### src/logic/rbf_pkg.sv
/*
  Constants for the reference buffer control and result formatting block:
  register offsets, field positions, reset values and result widths.
  Assumes a 100 MHz core clock and a plain strobe register port.
*/
`default_nettype none

package rbf_pkg;

  // ---------------------------------------------------------------
  // Register map
  // ---------------------------------------------------------------
  localparam logic [7:0] RBF_REF_CONTROL_ADDR = 8'h00;
  localparam logic [7:0] RBF_REF_STATUS_ADDR  = 8'h04;
  localparam logic [7:0] RBF_LAST_RESULT_ADDR = 8'h08;
  localparam logic [7:0] RBF_CHAN_CFG_BASE    = 8'h10;
  localparam logic [7:0] RBF_CHAN_CORR_BASE   = 8'h30;

  // ---------------------------------------------------------------
  // Field positions
  // ---------------------------------------------------------------
  localparam int RBF_BUF_ON_BIT    = 0;
  localparam int RBF_BYPASS_BIT    = 1;
  localparam int RBF_HI_CUR_BIT    = 2;
  localparam int RBF_LOW_LOAD_BIT  = 3;
  localparam int RBF_ISOLATE_BIT   = 2;
  localparam int RBF_POLARITY_BIT  = 2;
  localparam int RBF_CHAN_FLD_LSB  = 24;
  localparam int RBF_GAIN_LSB      = 16;

  // ---------------------------------------------------------------
  // Reset values
  // ---------------------------------------------------------------
  localparam logic [3:0]  RBF_REF_CONTROL_RST = 4'h0;
  localparam logic [2:0]  RBF_CHAN_CFG_RST    = 3'h0;
  localparam logic [15:0] RBF_OFFSET_RST      = 16'h0000;
  localparam logic [15:0] RBF_GAIN_RST        = 16'h8000;

  // ---------------------------------------------------------------
  // Result formatting
  // ---------------------------------------------------------------
  localparam int RBF_CHANNELS   = 8;
  localparam int RBF_CORE_W     = 16;
  localparam int RBF_RESULT_W   = 19;
  localparam int RBF_ACC_W      = 22;
  localparam int RBF_CNT_W      = 6;
  localparam int RBF_GAIN_FRAC  = 15;

  typedef enum logic [1:0] {
    RBF_OSR_1  = 2'h0,
    RBF_OSR_4  = 2'h1,
    RBF_OSR_16 = 2'h2,
    RBF_OSR_64 = 2'h3
  } rbf_osr_t;

endpackage

`default_nettype wire

### src/logic/rbf_ctrl.sv
/*
  Reference buffer control and conversion result formatter.
  Assumes core samples arrive on the core clock with a valid pulse,
  and that analog switch controls are sampled by the analog front end.
*/
`timescale 1ns/10ps
`default_nettype none

module rbf_ctrl
  import rbf_pkg::*;
(
  input  wire logic        core_clk_i,        // Core clock, 100 MHz
  input  wire logic        rst_b_i,           // Async reset, active low
  input  wire logic [7:0]  reg_addr_i,        // Register byte address
  input  wire logic [31:0] reg_wdata_i,       // Register write data
  input  wire logic        reg_wr_i,          // Write strobe
  input  wire logic        reg_rd_i,          // Read strobe
  output logic      [31:0] reg_rdata_o,       // Read data, next cycle
  input  wire logic        sample_valid_i,    // Core sample strobe
  input  wire logic [2:0]  sample_chan_i,     // Core sample channel
  input  wire logic [15:0] sample_data_i,     // Core sample, binary
  output logic             result_valid_o,    // Result pulse
  output logic      [2:0]  result_chan_o,     // Result channel
  output logic      [18:0] result_data_o,     // Result, sign extended if bipolar, zero extended if unipolar
  output logic      [4:0]  result_width_o,    // Result width in bits
  output logic             ref_buffer_on_o,   // Buffer power
  output logic             bypass_switch_o,   // Bypass switch closed
  output logic             ref_isolate_o,     // Node cut from outside
  output logic             ref_buffer_high_current_o, // Boost active
  output logic             ref_input_low_load_o       // Low-load input
);

  // ---------------------------------------------------------------
  // Decode helpers
  // ---------------------------------------------------------------
  function automatic logic [5:0] osr_last(input logic [1:0] code);
    unique case (rbf_osr_t'(code))
      RBF_OSR_1:  osr_last = 6'h00;
      RBF_OSR_4:  osr_last = 6'h03;
      RBF_OSR_16: osr_last = 6'h0F;
      RBF_OSR_64: osr_last = 6'h3F;
    endcase
  endfunction

  function automatic logic [4:0] res_width(input logic [1:0] code);
    res_width = 5'(RBF_CORE_W) + {3'h0, code};
  endfunction

  // Addresses below the bank base wrap high and so miss the bank
  function automatic logic bank_hit(input logic [7:0] addr,
                                    input logic [7:0] base);
    logic [7:0] offs;
    offs     = addr - base;
    bank_hit = offs[7:5] == 3'h0 && offs[1:0] == 2'h0;
  endfunction

  function automatic logic [2:0] bank_chan(input logic [7:0] addr,
                                           input logic [7:0] base);
    logic [7:0] offs;
    offs      = addr - base;
    bank_chan = offs[4:2];
  endfunction

  // ---------------------------------------------------------------
  // Register storage
  // ---------------------------------------------------------------
  logic [3:0]  ref_ctrl_q;
  logic [2:0]  chan_cfg_q  [RBF_CHANNELS];
  logic [15:0] offset_q    [RBF_CHANNELS];
  logic [15:0] gain_q      [RBF_CHANNELS];
  logic        cfg_sel;
  logic        corr_sel;
  logic [2:0]  cfg_chan;
  logic [2:0]  corr_chan;

  assign cfg_sel   = bank_hit(reg_addr_i, RBF_CHAN_CFG_BASE);
  assign corr_sel  = bank_hit(reg_addr_i, RBF_CHAN_CORR_BASE);
  assign cfg_chan  = bank_chan(reg_addr_i, RBF_CHAN_CFG_BASE);
  assign corr_chan = bank_chan(reg_addr_i, RBF_CHAN_CORR_BASE);

  always_ff @(posedge core_clk_i or negedge rst_b_i)
  begin
    if (!rst_b_i)
      ref_ctrl_q <= RBF_REF_CONTROL_RST;
    else if (reg_wr_i && reg_addr_i == RBF_REF_CONTROL_ADDR)
      ref_ctrl_q <= reg_wdata_i[3:0];
  end

  genvar g;
  generate
    for (g = 0; g < RBF_CHANNELS; g++)
    begin : g_chan_regs
      always_ff @(posedge core_clk_i or negedge rst_b_i)
      begin
        if (!rst_b_i)
        begin
          chan_cfg_q[g] <= RBF_CHAN_CFG_RST;
          offset_q[g]   <= RBF_OFFSET_RST;
          gain_q[g]     <= RBF_GAIN_RST;
        end
        else if (reg_wr_i)
        begin
          if (cfg_sel && cfg_chan == 3'(g))
            chan_cfg_q[g] <= reg_wdata_i[2:0];
          if (corr_sel && corr_chan == 3'(g))
          begin
            offset_q[g] <= reg_wdata_i[15:0];
            gain_q[g]   <= reg_wdata_i[RBF_GAIN_LSB +: 16];
          end
        end
      end
    end
  endgenerate

  // ---------------------------------------------------------------
  // Reference buffer switch control
  // ---------------------------------------------------------------
  // Registered so the analog switches never see decode glitches.
  always_ff @(posedge core_clk_i or negedge rst_b_i)
  begin
    if (!rst_b_i)
    begin
      ref_buffer_on_o           <= 1'b0;
      bypass_switch_o           <= 1'b0;
      ref_isolate_o             <= 1'b0;
      ref_buffer_high_current_o <= 1'b0;
      ref_input_low_load_o      <= 1'b0;
    end
    else
    begin
      ref_buffer_on_o      <= ref_ctrl_q[RBF_BUF_ON_BIT];
      // Enable wins: the switch never shorts the driven node
      bypass_switch_o      <= ref_ctrl_q[RBF_BYPASS_BIT]
                              && !ref_ctrl_q[RBF_BUF_ON_BIT];
      ref_isolate_o        <= ref_ctrl_q[RBF_BUF_ON_BIT];
      ref_buffer_high_current_o <= ref_ctrl_q[RBF_HI_CUR_BIT]
                              && ref_ctrl_q[RBF_BUF_ON_BIT];
      ref_input_low_load_o <= ref_ctrl_q[RBF_LOW_LOAD_BIT];
    end
  end

  // ---------------------------------------------------------------
  // Oversampling accumulators
  // ---------------------------------------------------------------
  logic [RBF_ACC_W-1:0] acc_q [RBF_CHANNELS];
  logic [RBF_CNT_W-1:0] cnt_q [RBF_CHANNELS];
  logic [RBF_ACC_W-1:0] acc_sum;
  logic [1:0]           in_osr;
  logic                 in_last;

  assign in_osr  = chan_cfg_q[sample_chan_i][1:0];
  assign acc_sum = acc_q[sample_chan_i]
                   + {{(RBF_ACC_W-RBF_CORE_W){1'b0}}, sample_data_i};
  assign in_last = cnt_q[sample_chan_i] >= osr_last(in_osr);

  generate
    for (g = 0; g < RBF_CHANNELS; g++)
    begin : g_acc
      always_ff @(posedge core_clk_i or negedge rst_b_i)
      begin
        if (!rst_b_i)
        begin
          acc_q[g] <= '0;
          cnt_q[g] <= '0;
        end
        else if (sample_valid_i && sample_chan_i == 3'(g))
        begin
          if (in_last)
          begin
            acc_q[g] <= '0;
            cnt_q[g] <= '0;
          end
          else
          begin
            acc_q[g] <= acc_sum;
            cnt_q[g] <= cnt_q[g] + 6'h01;
          end
        end
      end
    end
  endgenerate

  // ---------------------------------------------------------------
  // Decimation stage
  // ---------------------------------------------------------------
  // Sum of 4^k samples shifted by k keeps k extra bits of resolution.
  logic                 dec_valid_q;
  logic [2:0]           dec_chan_q;
  logic [1:0]           dec_osr_q;
  logic [RBF_RESULT_W-1:0] dec_raw_q;

  always_ff @(posedge core_clk_i or negedge rst_b_i)
  begin
    if (!rst_b_i)
    begin
      dec_valid_q <= 1'b0;
      dec_chan_q  <= 3'h0;
      dec_osr_q   <= 2'h0;
      dec_raw_q   <= '0;
    end
    else
    begin
      dec_valid_q <= sample_valid_i && in_last;
      if (sample_valid_i && in_last)
      begin
        dec_chan_q <= sample_chan_i;
        dec_osr_q  <= in_osr;
        dec_raw_q  <= RBF_RESULT_W'(acc_sum >> in_osr);
      end
    end
  end

  // ---------------------------------------------------------------
  // Polarity, offset and gain correction
  // ---------------------------------------------------------------
  logic signed [23:0] corr_val;
  logic signed [23:0] lim_max;
  logic signed [23:0] lim_min;
  logic signed [23:0] corr_sat;

  always_comb
  begin
    logic [4:0]          width;
    logic                bipolar;
    logic [23:0]         msb;
    logic signed [23:0]  code;
    logic signed [40:0]  prod;
    logic signed [23:0]  offs;
    width    = res_width(dec_osr_q);
    bipolar  = chan_cfg_q[dec_chan_q][RBF_POLARITY_BIT];
    msb      = 24'h000001 << (width - 5'h01);
    code     = signed'({5'h00, dec_raw_q});
    // Top bit inverted and read signed equals removing half scale
    if (bipolar)
      code   = signed'({5'h00, dec_raw_q}) - signed'(msb);
    prod     = code * signed'({1'b0, gain_q[dec_chan_q]});
    offs     = signed'({{8{offset_q[dec_chan_q][15]}},
                       offset_q[dec_chan_q]}) <<< dec_osr_q;
    corr_val = signed'(prod[RBF_GAIN_FRAC +: 24]) + offs;
    lim_max  = bipolar ? signed'(msb - 24'h000001)
                       : signed'((msb << 1) - 24'h000001);
    lim_min  = bipolar ? -signed'(msb) : 24'sh000000;
    if (corr_val > lim_max)
      corr_sat = lim_max;
    else if (corr_val < lim_min)
      corr_sat = lim_min;
    else
      corr_sat = corr_val;
  end

  always_ff @(posedge core_clk_i or negedge rst_b_i)
  begin
    if (!rst_b_i)
    begin
      result_valid_o <= 1'b0;
      result_chan_o  <= 3'h0;
      result_data_o  <= '0;
      result_width_o <= 5'(RBF_CORE_W);
    end
    else
    begin
      result_valid_o <= dec_valid_q;
      if (dec_valid_q)
      begin
        result_chan_o  <= dec_chan_q;
        result_data_o  <= corr_sat[RBF_RESULT_W-1:0];
        result_width_o <= res_width(dec_osr_q);
      end
    end
  end

  // ---------------------------------------------------------------
  // Register read port
  // ---------------------------------------------------------------
  // Data stands only in the cycle after the strobe; zero otherwise.
  logic [31:0] rd_mux;

  always_comb
  begin
    rd_mux = 32'h0000_0000;
    if (reg_addr_i == RBF_REF_CONTROL_ADDR)
      rd_mux = {28'h0, ref_ctrl_q};
    else if (reg_addr_i == RBF_REF_STATUS_ADDR)
      rd_mux = {27'h0, ref_input_low_load_o, ref_buffer_high_current_o,
                ref_isolate_o, bypass_switch_o, ref_buffer_on_o};
    else if (reg_addr_i == RBF_LAST_RESULT_ADDR)
      rd_mux = {5'h0, result_chan_o, 5'h0, result_data_o};
    else if (cfg_sel)
      rd_mux = {29'h0, chan_cfg_q[cfg_chan]};
    else if (corr_sel)
      rd_mux = {gain_q[corr_chan], offset_q[corr_chan]};
  end

  always_ff @(posedge core_clk_i or negedge rst_b_i)
  begin
    if (!rst_b_i)
      reg_rdata_o <= 32'h0000_0000;
    else
      reg_rdata_o <= reg_rd_i ? rd_mux : 32'h0000_0000;
  end

endmodule

`default_nettype wire

### config.mk
export PLATFORM = sky130hd
export DESIGN_NAME = rbf_ctrl
export DESIGN_NICKNAME = d
export VERILOG_FILES = /design/src/logic/rbf_pkg.sv /design/src/logic/rbf_ctrl.sv
export SDC_FILE = /design/constraint.sdc
export NUM_CORES = 2
export LEC_CHECK = 0
export CORE_ASPECT_RATIO = 1.4
export CORE_MARGIN = 1
export CORE_UTILIZATION = 38
export CTS_CLUSTER_SIZE = 8
export DETAILED_ROUTE_END_ITERATION = 12
export DONT_BUFFER_PORTS = 1
export GPL_TIMING_DRIVEN = 0
export PLACE_DENSITY = 0.48
export SYNTH_ARGS = -nofsm -noshare
export SYNTH_HDL_FRONTEND = slang
export SYNTH_SLANG_ARGS = --single-unit
### constraint.sdc
create_clock -name core_clk_i -period 19.9 [get_ports core_clk_i]
set_input_delay 0.995 -clock core_clk_i [delete_from_list [all_inputs] [get_ports core_clk_i]]
set_output_delay 0.995 -clock core_clk_i [all_outputs]
set_load 0.01 [all_outputs]
# Yosys cells after proc, flatten, opt, wreduce, memory -nomap -nowiden
# Index checks and enable logic that the tools add are counted.
[word_totals] memories=0 latch_bits=0 romBits=0 ramBits=0 input_bits=64 reg_bits=597
[op_classes] eq_ne=26 div=0 n_mul=1 n_reduce_logical=56 shifts=3 addsub=18 mux=48 magnitude_cmp=7 bitwise_logic=4
[ops] op="binary-select mux 16 bit (select 3 bit)" n=4
[ops] op="two-way mux 32 bit" n=6
[ops] op="two-way mux 16 bit" n=8
[ops] op="two-way mux 24 bit" n=3
[ops] op="binary-select mux 22 bit (select 3 bit)" n=1
[ops] op="two-way mux 22 bit" n=3
[ops] op="two-way mux 6 bit" n=10
[ops] op="adder 6 x 1 -> 6 bit (second input constant)" n=8
[ops] op="subtractor 24 x 1 -> 24 bit (second input constant)" n=2
[ops] op="multiplier 24 x 17 -> 39 bit" n=1
[ops] op="two-way mux 19 bit" n=2
[ops] op="equality test 3 bit (second input constant)" n=12
[ops] op="AND reduction 2 bit" n=16
[ops] op="logical AND 1 bit" n=30
[ops] op="binary-select mux 3 bit (select 3 bit)" n=3
[ops] op="adder 24 bit" n=1
[ops] op="greater-than comparator 24 bit" n=1
[ops] op="< comparator 24 bit" n=1
[ops] op="negator 24 bit" n=1
[ops] op="case mux 6 bit (4 select lines)" n=1
[ops] op="left shift 1 x 5 -> 24 bit (first input constant)" n=1
[ops] op="<<< shifter 16 x 2 -> 24 bit" n=1
[ops] op="subtractor 20 x 24 -> 24 bit" n=1
[ops] op="adder 22 x 16 -> 22 bit" n=1
[ops] op="other kinds (21)" n=45

# Logic depth before layout (Yosys ltp)
[depth] word_depth=11 mapped_depth=53 depth_no_buf=51

# Least setup slack after synthesis
# No wires, ideal clock.
[synth_timing] kind="reg-to-reg" from="register dec_osr_q[1]" to="register result_data_o[0]" synth_period_minus_slack_ns=11.845 path_stages_with_launch=52 arrival_time_ns=11.719 path_slack_ns=8.055 cell_sequence="dfrtp_1 > clkbuf_1 > buf_1 > nand2b_1 > ha_1 > and3_1 > a21oi_1 > inv_1 > o31a_1 > o21a_1 > o31ai_1 > buf_2 > nand2_1 > fa_1 > fa_1 > fa_1 > inv_1 > fa_1 > (+16 left out) > o211ai_1 > a2111oi_0 > a2bb2oi_1 > a211oi_1 > a211oi_1 > xnor2_1 > xnor2_1 > xnor2_1 > ha_1 > nor2_1 > nand2_1 > a221oi_1 > and4_1 > o211ai_1 > o32a_1 > and2_1 > buf_1 > a311o_1"
[synth_via] elab_chain_cells=10
[synth_rtl] element="start: declaration" line_no="rbf_ctrl.sv:189" rtl="logic [1:0] dec_osr_q;"
[synth_rtl] element="start signal: assignment" line_no="rbf_ctrl.sv:207" rtl="dec_osr_q <= in_osr;"
[synth_rtl] element="adder 5 x 2 -> 5 bit" line_no="rbf_ctrl.sv:46" rtl="res_width = 5'(RBF_CORE_W) + {3'h0, code};"
[synth_rtl] element="subtractor 5 x 1 -> 5 bit" line_no="rbf_ctrl.sv:231" rtl="msb = 24'h000001 << (width - 5'h01);"
[synth_rtl] element="left shift 1 x 5 -> 24 bit" line_no="rbf_ctrl.sv:231"
[synth_rtl] element="subtractor 20 x 24 -> 24 bit" line_no="rbf_ctrl.sv:235" rtl="code = signed'({5'h00, dec_raw_q}) - signed'(msb);"
[synth_rtl] element="two-way mux 24 bit" line_no="rbf_ctrl.sv:234" rtl="if (bipolar)"
[synth_rtl] element="multiplier 24 x 17 -> 39 bit" line_no="rbf_ctrl.sv:236" rtl="prod = code * signed'({1'b0, gain_q[dec_chan_q]});"
[synth_rtl] element="adder 24 bit" line_no="rbf_ctrl.sv:239" rtl="corr_val = signed'(prod[RBF_GAIN_FRAC +: 24]) + offs;"
[synth_rtl] element="< comparator 24 bit" line_no="rbf_ctrl.sv:245" rtl="else if (corr_val < lim_min)"
[synth_rtl] element="two-way mux 19 bit" line_no="rbf_ctrl.sv:245"
[synth_rtl] element="two-way mux 19 bit *" line_no="rbf_ctrl.sv:243" rtl="if (corr_val > lim_max)"
[synth_rtl] element="end signal: assignment" line_no="rbf_ctrl.sv:266" rtl="result_data_o <= corr_sat[RBF_RESULT_W-1:0];"
[synth_rtl] element="end: declaration" line_no="rbf_ctrl.sv:24" rtl="output logic [18:0] result_data_o,"
# Every way passes the cells marked *; elsewhere a longest branch is shown, timed or not.
# A chain may end at the register's enable or synchronous reset.

# Worst setup path after layout
[layout_timing] from="register dec_chan_q[0]" to="register result_data_o[1]"
[layout_via] elab_chain_cells=10
[layout_rtl] element="start: declaration" line_no="rbf_ctrl.sv:188" rtl="logic [2:0] dec_chan_q;"
[layout_rtl] element="start signal: assignment" line_no="rbf_ctrl.sv:206" rtl="dec_chan_q <= sample_chan_i;"
[layout_rtl] element="inverter 3 -> 4 bit (implied by the code) *"
[layout_rtl] element="binary-select mux 3 bit (select 3 bit)" line_no="rbf_ctrl.sv:230" rtl="bipolar = chan_cfg_q[dec_chan_q][RBF_POLARITY_BIT];"
[layout_rtl] element="two-way mux 3 bit (implied by the code) (2 in series)" line_no="rbf_ctrl.sv:230"
[layout_rtl] element="two-way mux 24 bit" line_no="rbf_ctrl.sv:234"
[layout_rtl] element="multiplier 24 x 17 -> 39 bit" line_no="rbf_ctrl.sv:236"
[layout_rtl] element="adder 24 bit" line_no="rbf_ctrl.sv:239"
[layout_rtl] element="< comparator 24 bit" line_no="rbf_ctrl.sv:245"
[layout_rtl] element="two-way mux 19 bit" line_no="rbf_ctrl.sv:245"
[layout_rtl] element="two-way mux 19 bit *" line_no="rbf_ctrl.sv:243"
# Every way passes the cells marked *; elsewhere a longest branch is shown, timed or not. The select of a mux whose other input is x is not followed.

==> results.py <==
metrics = {
    "routing": {
        "first_iter_violations": 2157,
        "final_antenna_net_count": 0,
        "routed_wire_length_per_instance_um": 25.8,
        "vias": 33600,
        "detail_route.first_pass.iterations": 6,
        "vias_per_cell": 5.47,
        "drc_errors": 0,
        "drt-total-wl_um": 158000,
    },
    "run_status": {
        "violations_in_the_final_reports": "slew limit",
        "result_of_the_run": "finished, violations left",
    },
    "power": {
        "power_density_nw_per_um2": 98.7,
        "sw_frac_of_total_pct": 42.2,
        "power_frac_comb_pct": 43.4,
        "cell_internal_pwr_mw": 2.89,
        "ir_worst_vdd_uv": 66.5,
        "reported_net_switching_power_mw": 2.11,
        "p_seq_share_pct": 30.0,
        "leakagePower_nw": 23.7,
        "share_of_power_burned_in_the_clock_network_pct": 26.6,
        "p_total_mw": 5.00,
    },
    "yosys": {
        "synth_edf_count": 0,
        "ys_ff_latch": 594,
        "ys.flop_type": "dfrtp_1",
        "ys_warn_count": 0,
        "synth_largest_area_cell": "dfrtp_1",
        "mappedNetlistArea_um2": 46200,
        "mapped_cells": 4381,
        "synth.top_cell.area_share_pct": 31.8,
        "post_synth_main_area_contributors": "dfrtp_1 (32%), fa_1 (16%), mux4_2 (9.6%)",
        "seq_area_frac_synth_pct": 32.2,
        "asyncSetResetFlopFracSynth_pct": 100,
        "synth.lib_cells_used.distinct": 87,
        "avg_synthesized_cell_area_um2": 10.5,
    },
    "place": {
        "detail_placement_hpwl_um": 126000,
        "buffer_ports.inserted": 0,
        "detailedPlace.worstSlack_ns": 4.25,
        "placed_area_um2": 48300,
        "gp_congestion": 0.939,
        "post-place-cells": 6016,
    },
    "global_routing": {
        "wire_length_of_the_first_global_routing_pass_um": 237000,
        "antenna_found_initial": 4,
        "largest_net_degree_at_the_start_of_global_routing": 595,
        "most_congested_layer_reported_by_global_routing": "met2",
        "globalRouteOverflowTotal": 0,
        "met3_demand_to_capacity_share_in_global_routing_pct": 4.84,
        "grt_use_met2_pct": 49.0,
        "number_of_global_route_vias_before_repair": 36500,
        "globalRouteMet1Util_pct": 28.8,
        "gr-usage-all-layers_pct": 26.4,
    },
    "timing": {
        "final_setup_slack_of_the_worst_path_ns": 4.44,
        "setup_viol_count_final": 0,
        "fin_worst_hold_slack_ns": 0.0843,
        "tightestPinTransition_ns": 2.12,
        "grt_setup_unrepaired": "no",
        "layout_worst_path_cycle_share_pct": 77.7,
        "finalClockSkew_ns": 0.0283,
        "min_period_ns": 15.46,
        "totalNegativeSetupSlack_ns": 0,
        "fmax_ghz": 0.0647,
        "timing_hold_violations_final": 0,
        "worst_slew_margin_rel_pct": -41.6,
        "timing.final.max_slew_violations": 327,
    },
    "floorplan": {
        "fp.dieArea_um2": 123000,
        "num_rows": 150,
        "io-pin-count": 129,
        "initial_utilization_pct": 38.5,
        "floorplan.core_area_um2": 120000,
        "floorplan.die.width_um": 297,
        "dieHeight_um": 414,
    },
    "flow_run": {
        "drv.max_cap_violation_count": 0,
    },
    "worst_setup_path": {
        "cp-start-kind": "flip-flop",
        "classification_of_the_worst_setup_path": "flip-flop to flip-flop",
        "worstSetupEndpointType": "flip-flop",
        "crit_slowest_cell": "nor2_1",
        "delay_of_the_slowest_cell_on_the_worst_path_ns": 0.91,
        "timing.critical_path.mode_cell": "fa_1",
        "worst_ep_arrival_time_ns": 16.01,
        "worstPathRequired_ns": 20.45,
        "crit_path_max_fanout": 10,
    },
    "finish": {
        "post-route-cell-area_um2": 50600,
        "core_util_final_pct": 42.2,
        "flow.area_growth_from_synthesis_pct": 9.68,
        "final-instance-count-excl-fill": 6133,
        "num-nets-final": 5132,
        "post_route_cells_drive_above_1_share_pct": 15.4,
    },
    "clock_tree": {
        "clkLatencyLatePin_ns": 0.69,
        "clock_tree.htree_level_count": 3,
        "tritoncts.num_buffers": 84,
        "post_cts_resize_count": 0,
        "numClockSinks": 594,
        "cts.repair_timing.setup_buffer_count": 0,
        "tritoncts": "yes",
        "hold_buffers": 0,
        "cts.clk_slew.worst_paths_ns": 0.05,
        "cts-root-to-sink-buffers": 3,
        "cts.root.buffer_cell": "clkbuf_16",
    },
    "min_path": {
        "worstHoldPathType": "primary input to asynchronous set/reset pin",
    },
}
## sequential cells by signal (all words and copies together), names as in the netlist
register / flops
bypass_switch_o: 1
cnt_q: 48
chan_cfg_q: 24
offset_q: 128
ref_input_low_load_o: 1
result_valid_o: 1
result_chan_o: 3
gain_q: 128
reg_rdata_o: 32
ref_ctrl_q: 4
dec_valid_q: 1
result_width_o: 2
ref_buffer_high_current_o: 1
dec_raw_q: 19
acc_q: 176
ref_isolate_o: 1
dec_osr_q: 2
result_data_o: 19
dec_chan_q: 3
## power groups by stage
stage / clock (mW) / sequential [mW] / combinational (mW)
4_1_cts: 1.36 / 1.49 / 2.18
6_report: 1.33 / 1.50 / 2.17
5_1_grt: 1.40 / 1.51 / 2.39
3_5_place_dp: 0 / 1.51 / 2.17
3_3_place_gp: 0 / 1.51 / 2.14
2_1_floorplan: 0 / 1.43 / 1.47
## worst paths after layout
check,start,to,slack (ns),cells after the start
max reg2reg,dec_chan_q[0],result_data_o[1],4.44,48
min in group core_clk_i,ref_ctrl_q[3],ref_input_low_load_o,0.40,0
max in group asynchronous,rst_b_i,acc_q[104],18.18,0
max,dec_chan_q[0],result_data_o[1],4.44,48
min,rst_b_i,cnt_q[25],0.08,0
min reg2reg,ref_ctrl_q[3],ref_input_low_load_o,0.40,0
## layout make-up
class                      count  area [um^2]
fill                       11800        69300
multi-input combinational   3116        28700
sequential                   594        14900
clock buffer                 106         2190
tap                         1596         2000
inverter                     478         1790
buffer                       231          920
clock inverter                 8          108
timing repair buffer           1         7.51
antenna                        3         7.51
## synthesized netlist by cell type, types with 12 or more instances
master and number:
a211oi_1 19, a21o_1 29, a21oi_1 104, a31oi_1 14
and2_1 33, and3_1 24, buf_1 48, buf_2 12
clkbuf_1 163, dfrtp_1 586, fa_1 366, ha_1 196
inv_1 474, mux2_2 337, mux2i_1 78, mux4_2 196
nand2_1 561, nand2b_1 55, nand3_1 49, nor2_1 292
nor2b_1 40, nor3_1 62, o211ai_1 20, o21a_1 19
o21ai_0 303, o31ai_1 19, or2_2 17, or3_1 13
xnor2_1 56, xor2_1 29
## logic make-up (layout without fill, tap and decap cells)
group | after synthesis | in the layout | synth area share (%)
other cells | 2 | 43 | 0.0163
fa+ha+maj | 562 | 562 | 21.2
simple gates | 1195 | 1195 | 11.5
buf+inv | 709 | 824 | 5.88
flops | 594 | 594 | 32.2
xor+xnor | 85 | 85 | 1.61
compound gates | 623 | 623 | 8.16
mux | 611 | 611 | 19.5
## layer usage
metal | part of all wire [%] | vias to the layer above
met5 | 0.0057 | -
met4 | 4.7 | 2
met3 | 5.2 | 304
met2 | 54 | 747
met1 | 36 | 17400
li1 | - | 15100
## critical path: cells and delay by family (launching register included)
| family | cells | cell delay, ns |
|---|---|---|
| AND/OR/NAND/NOR | 9 | 2.34 |
| adder cells (fa/ha/maj) | 9 | 3.99 |
| XOR/XNOR | 4 | 0.73 |
| buffers and inverters | 8 | 2.28 |
| AO/OA/AOI/OAI | 16 | 4.61 |
| multiplexers | 2 | 1.04 |
| flip-flops | 1 | 0.31 |
## cell usage in the layout, fill, tap and decap left out, types with 8 or more instances in the layout
| master | synthesis | layout |
|---|---|---|
| a31oi_1 | 14 | 14 |
| nor3_1 | 62 | 62 |
| nor2b_1 | 40 | 40 |
| mux2i_1 | 78 | 78 |
| clkbuf_1 | 163 | 184 |
| o21bai_1 | 11 | 11 |
| inv_1 | 474 | 474 |
| nand4_1 | 11 | 11 |
| dfstp_2 | 8 | 8 |
| nand3_1 | 49 | 49 |
| o211ai_1 | 20 | 20 |
| dfrtp_1 | 586 | 586 |
| conb_1 | 2 | 40 |
| buf_1 | 48 | 48 |
| nor2_1 | 292 | 292 |
| o31ai_1 | 19 | 18 |
| xor2_1 | 29 | 29 |
| and2_1 | 33 | 33 |
| mux2_2 | 337 | 337 |
| a211oi_1 | 19 | 19 |
| a21o_1 | 29 | 29 |
| nand2_1 | 561 | 561 |
| o21a_1 | 19 | 19 |
| a21oi_1 | 104 | 104 |
| xnor2_1 | 56 | 56 |
| mux4_2 | 196 | 196 |
| fa_1 | 366 | 366 |
| o21ai_0 | 303 | 303 |
| or2_2 | 17 | 17 |
| clkbuf_16 | 0 | 84 |
| or3_1 | 13 | 13 |
| ha_1 | 196 | 196 |
| nor4_1 | 9 | 9 |
| a311o_1 | 10 | 10 |
| and3_1 | 24 | 24 |
| nand2b_1 | 55 | 55 |
| buf_2 | 12 | 12 |
No activity file was read; power rests on OpenSTA's default activity.
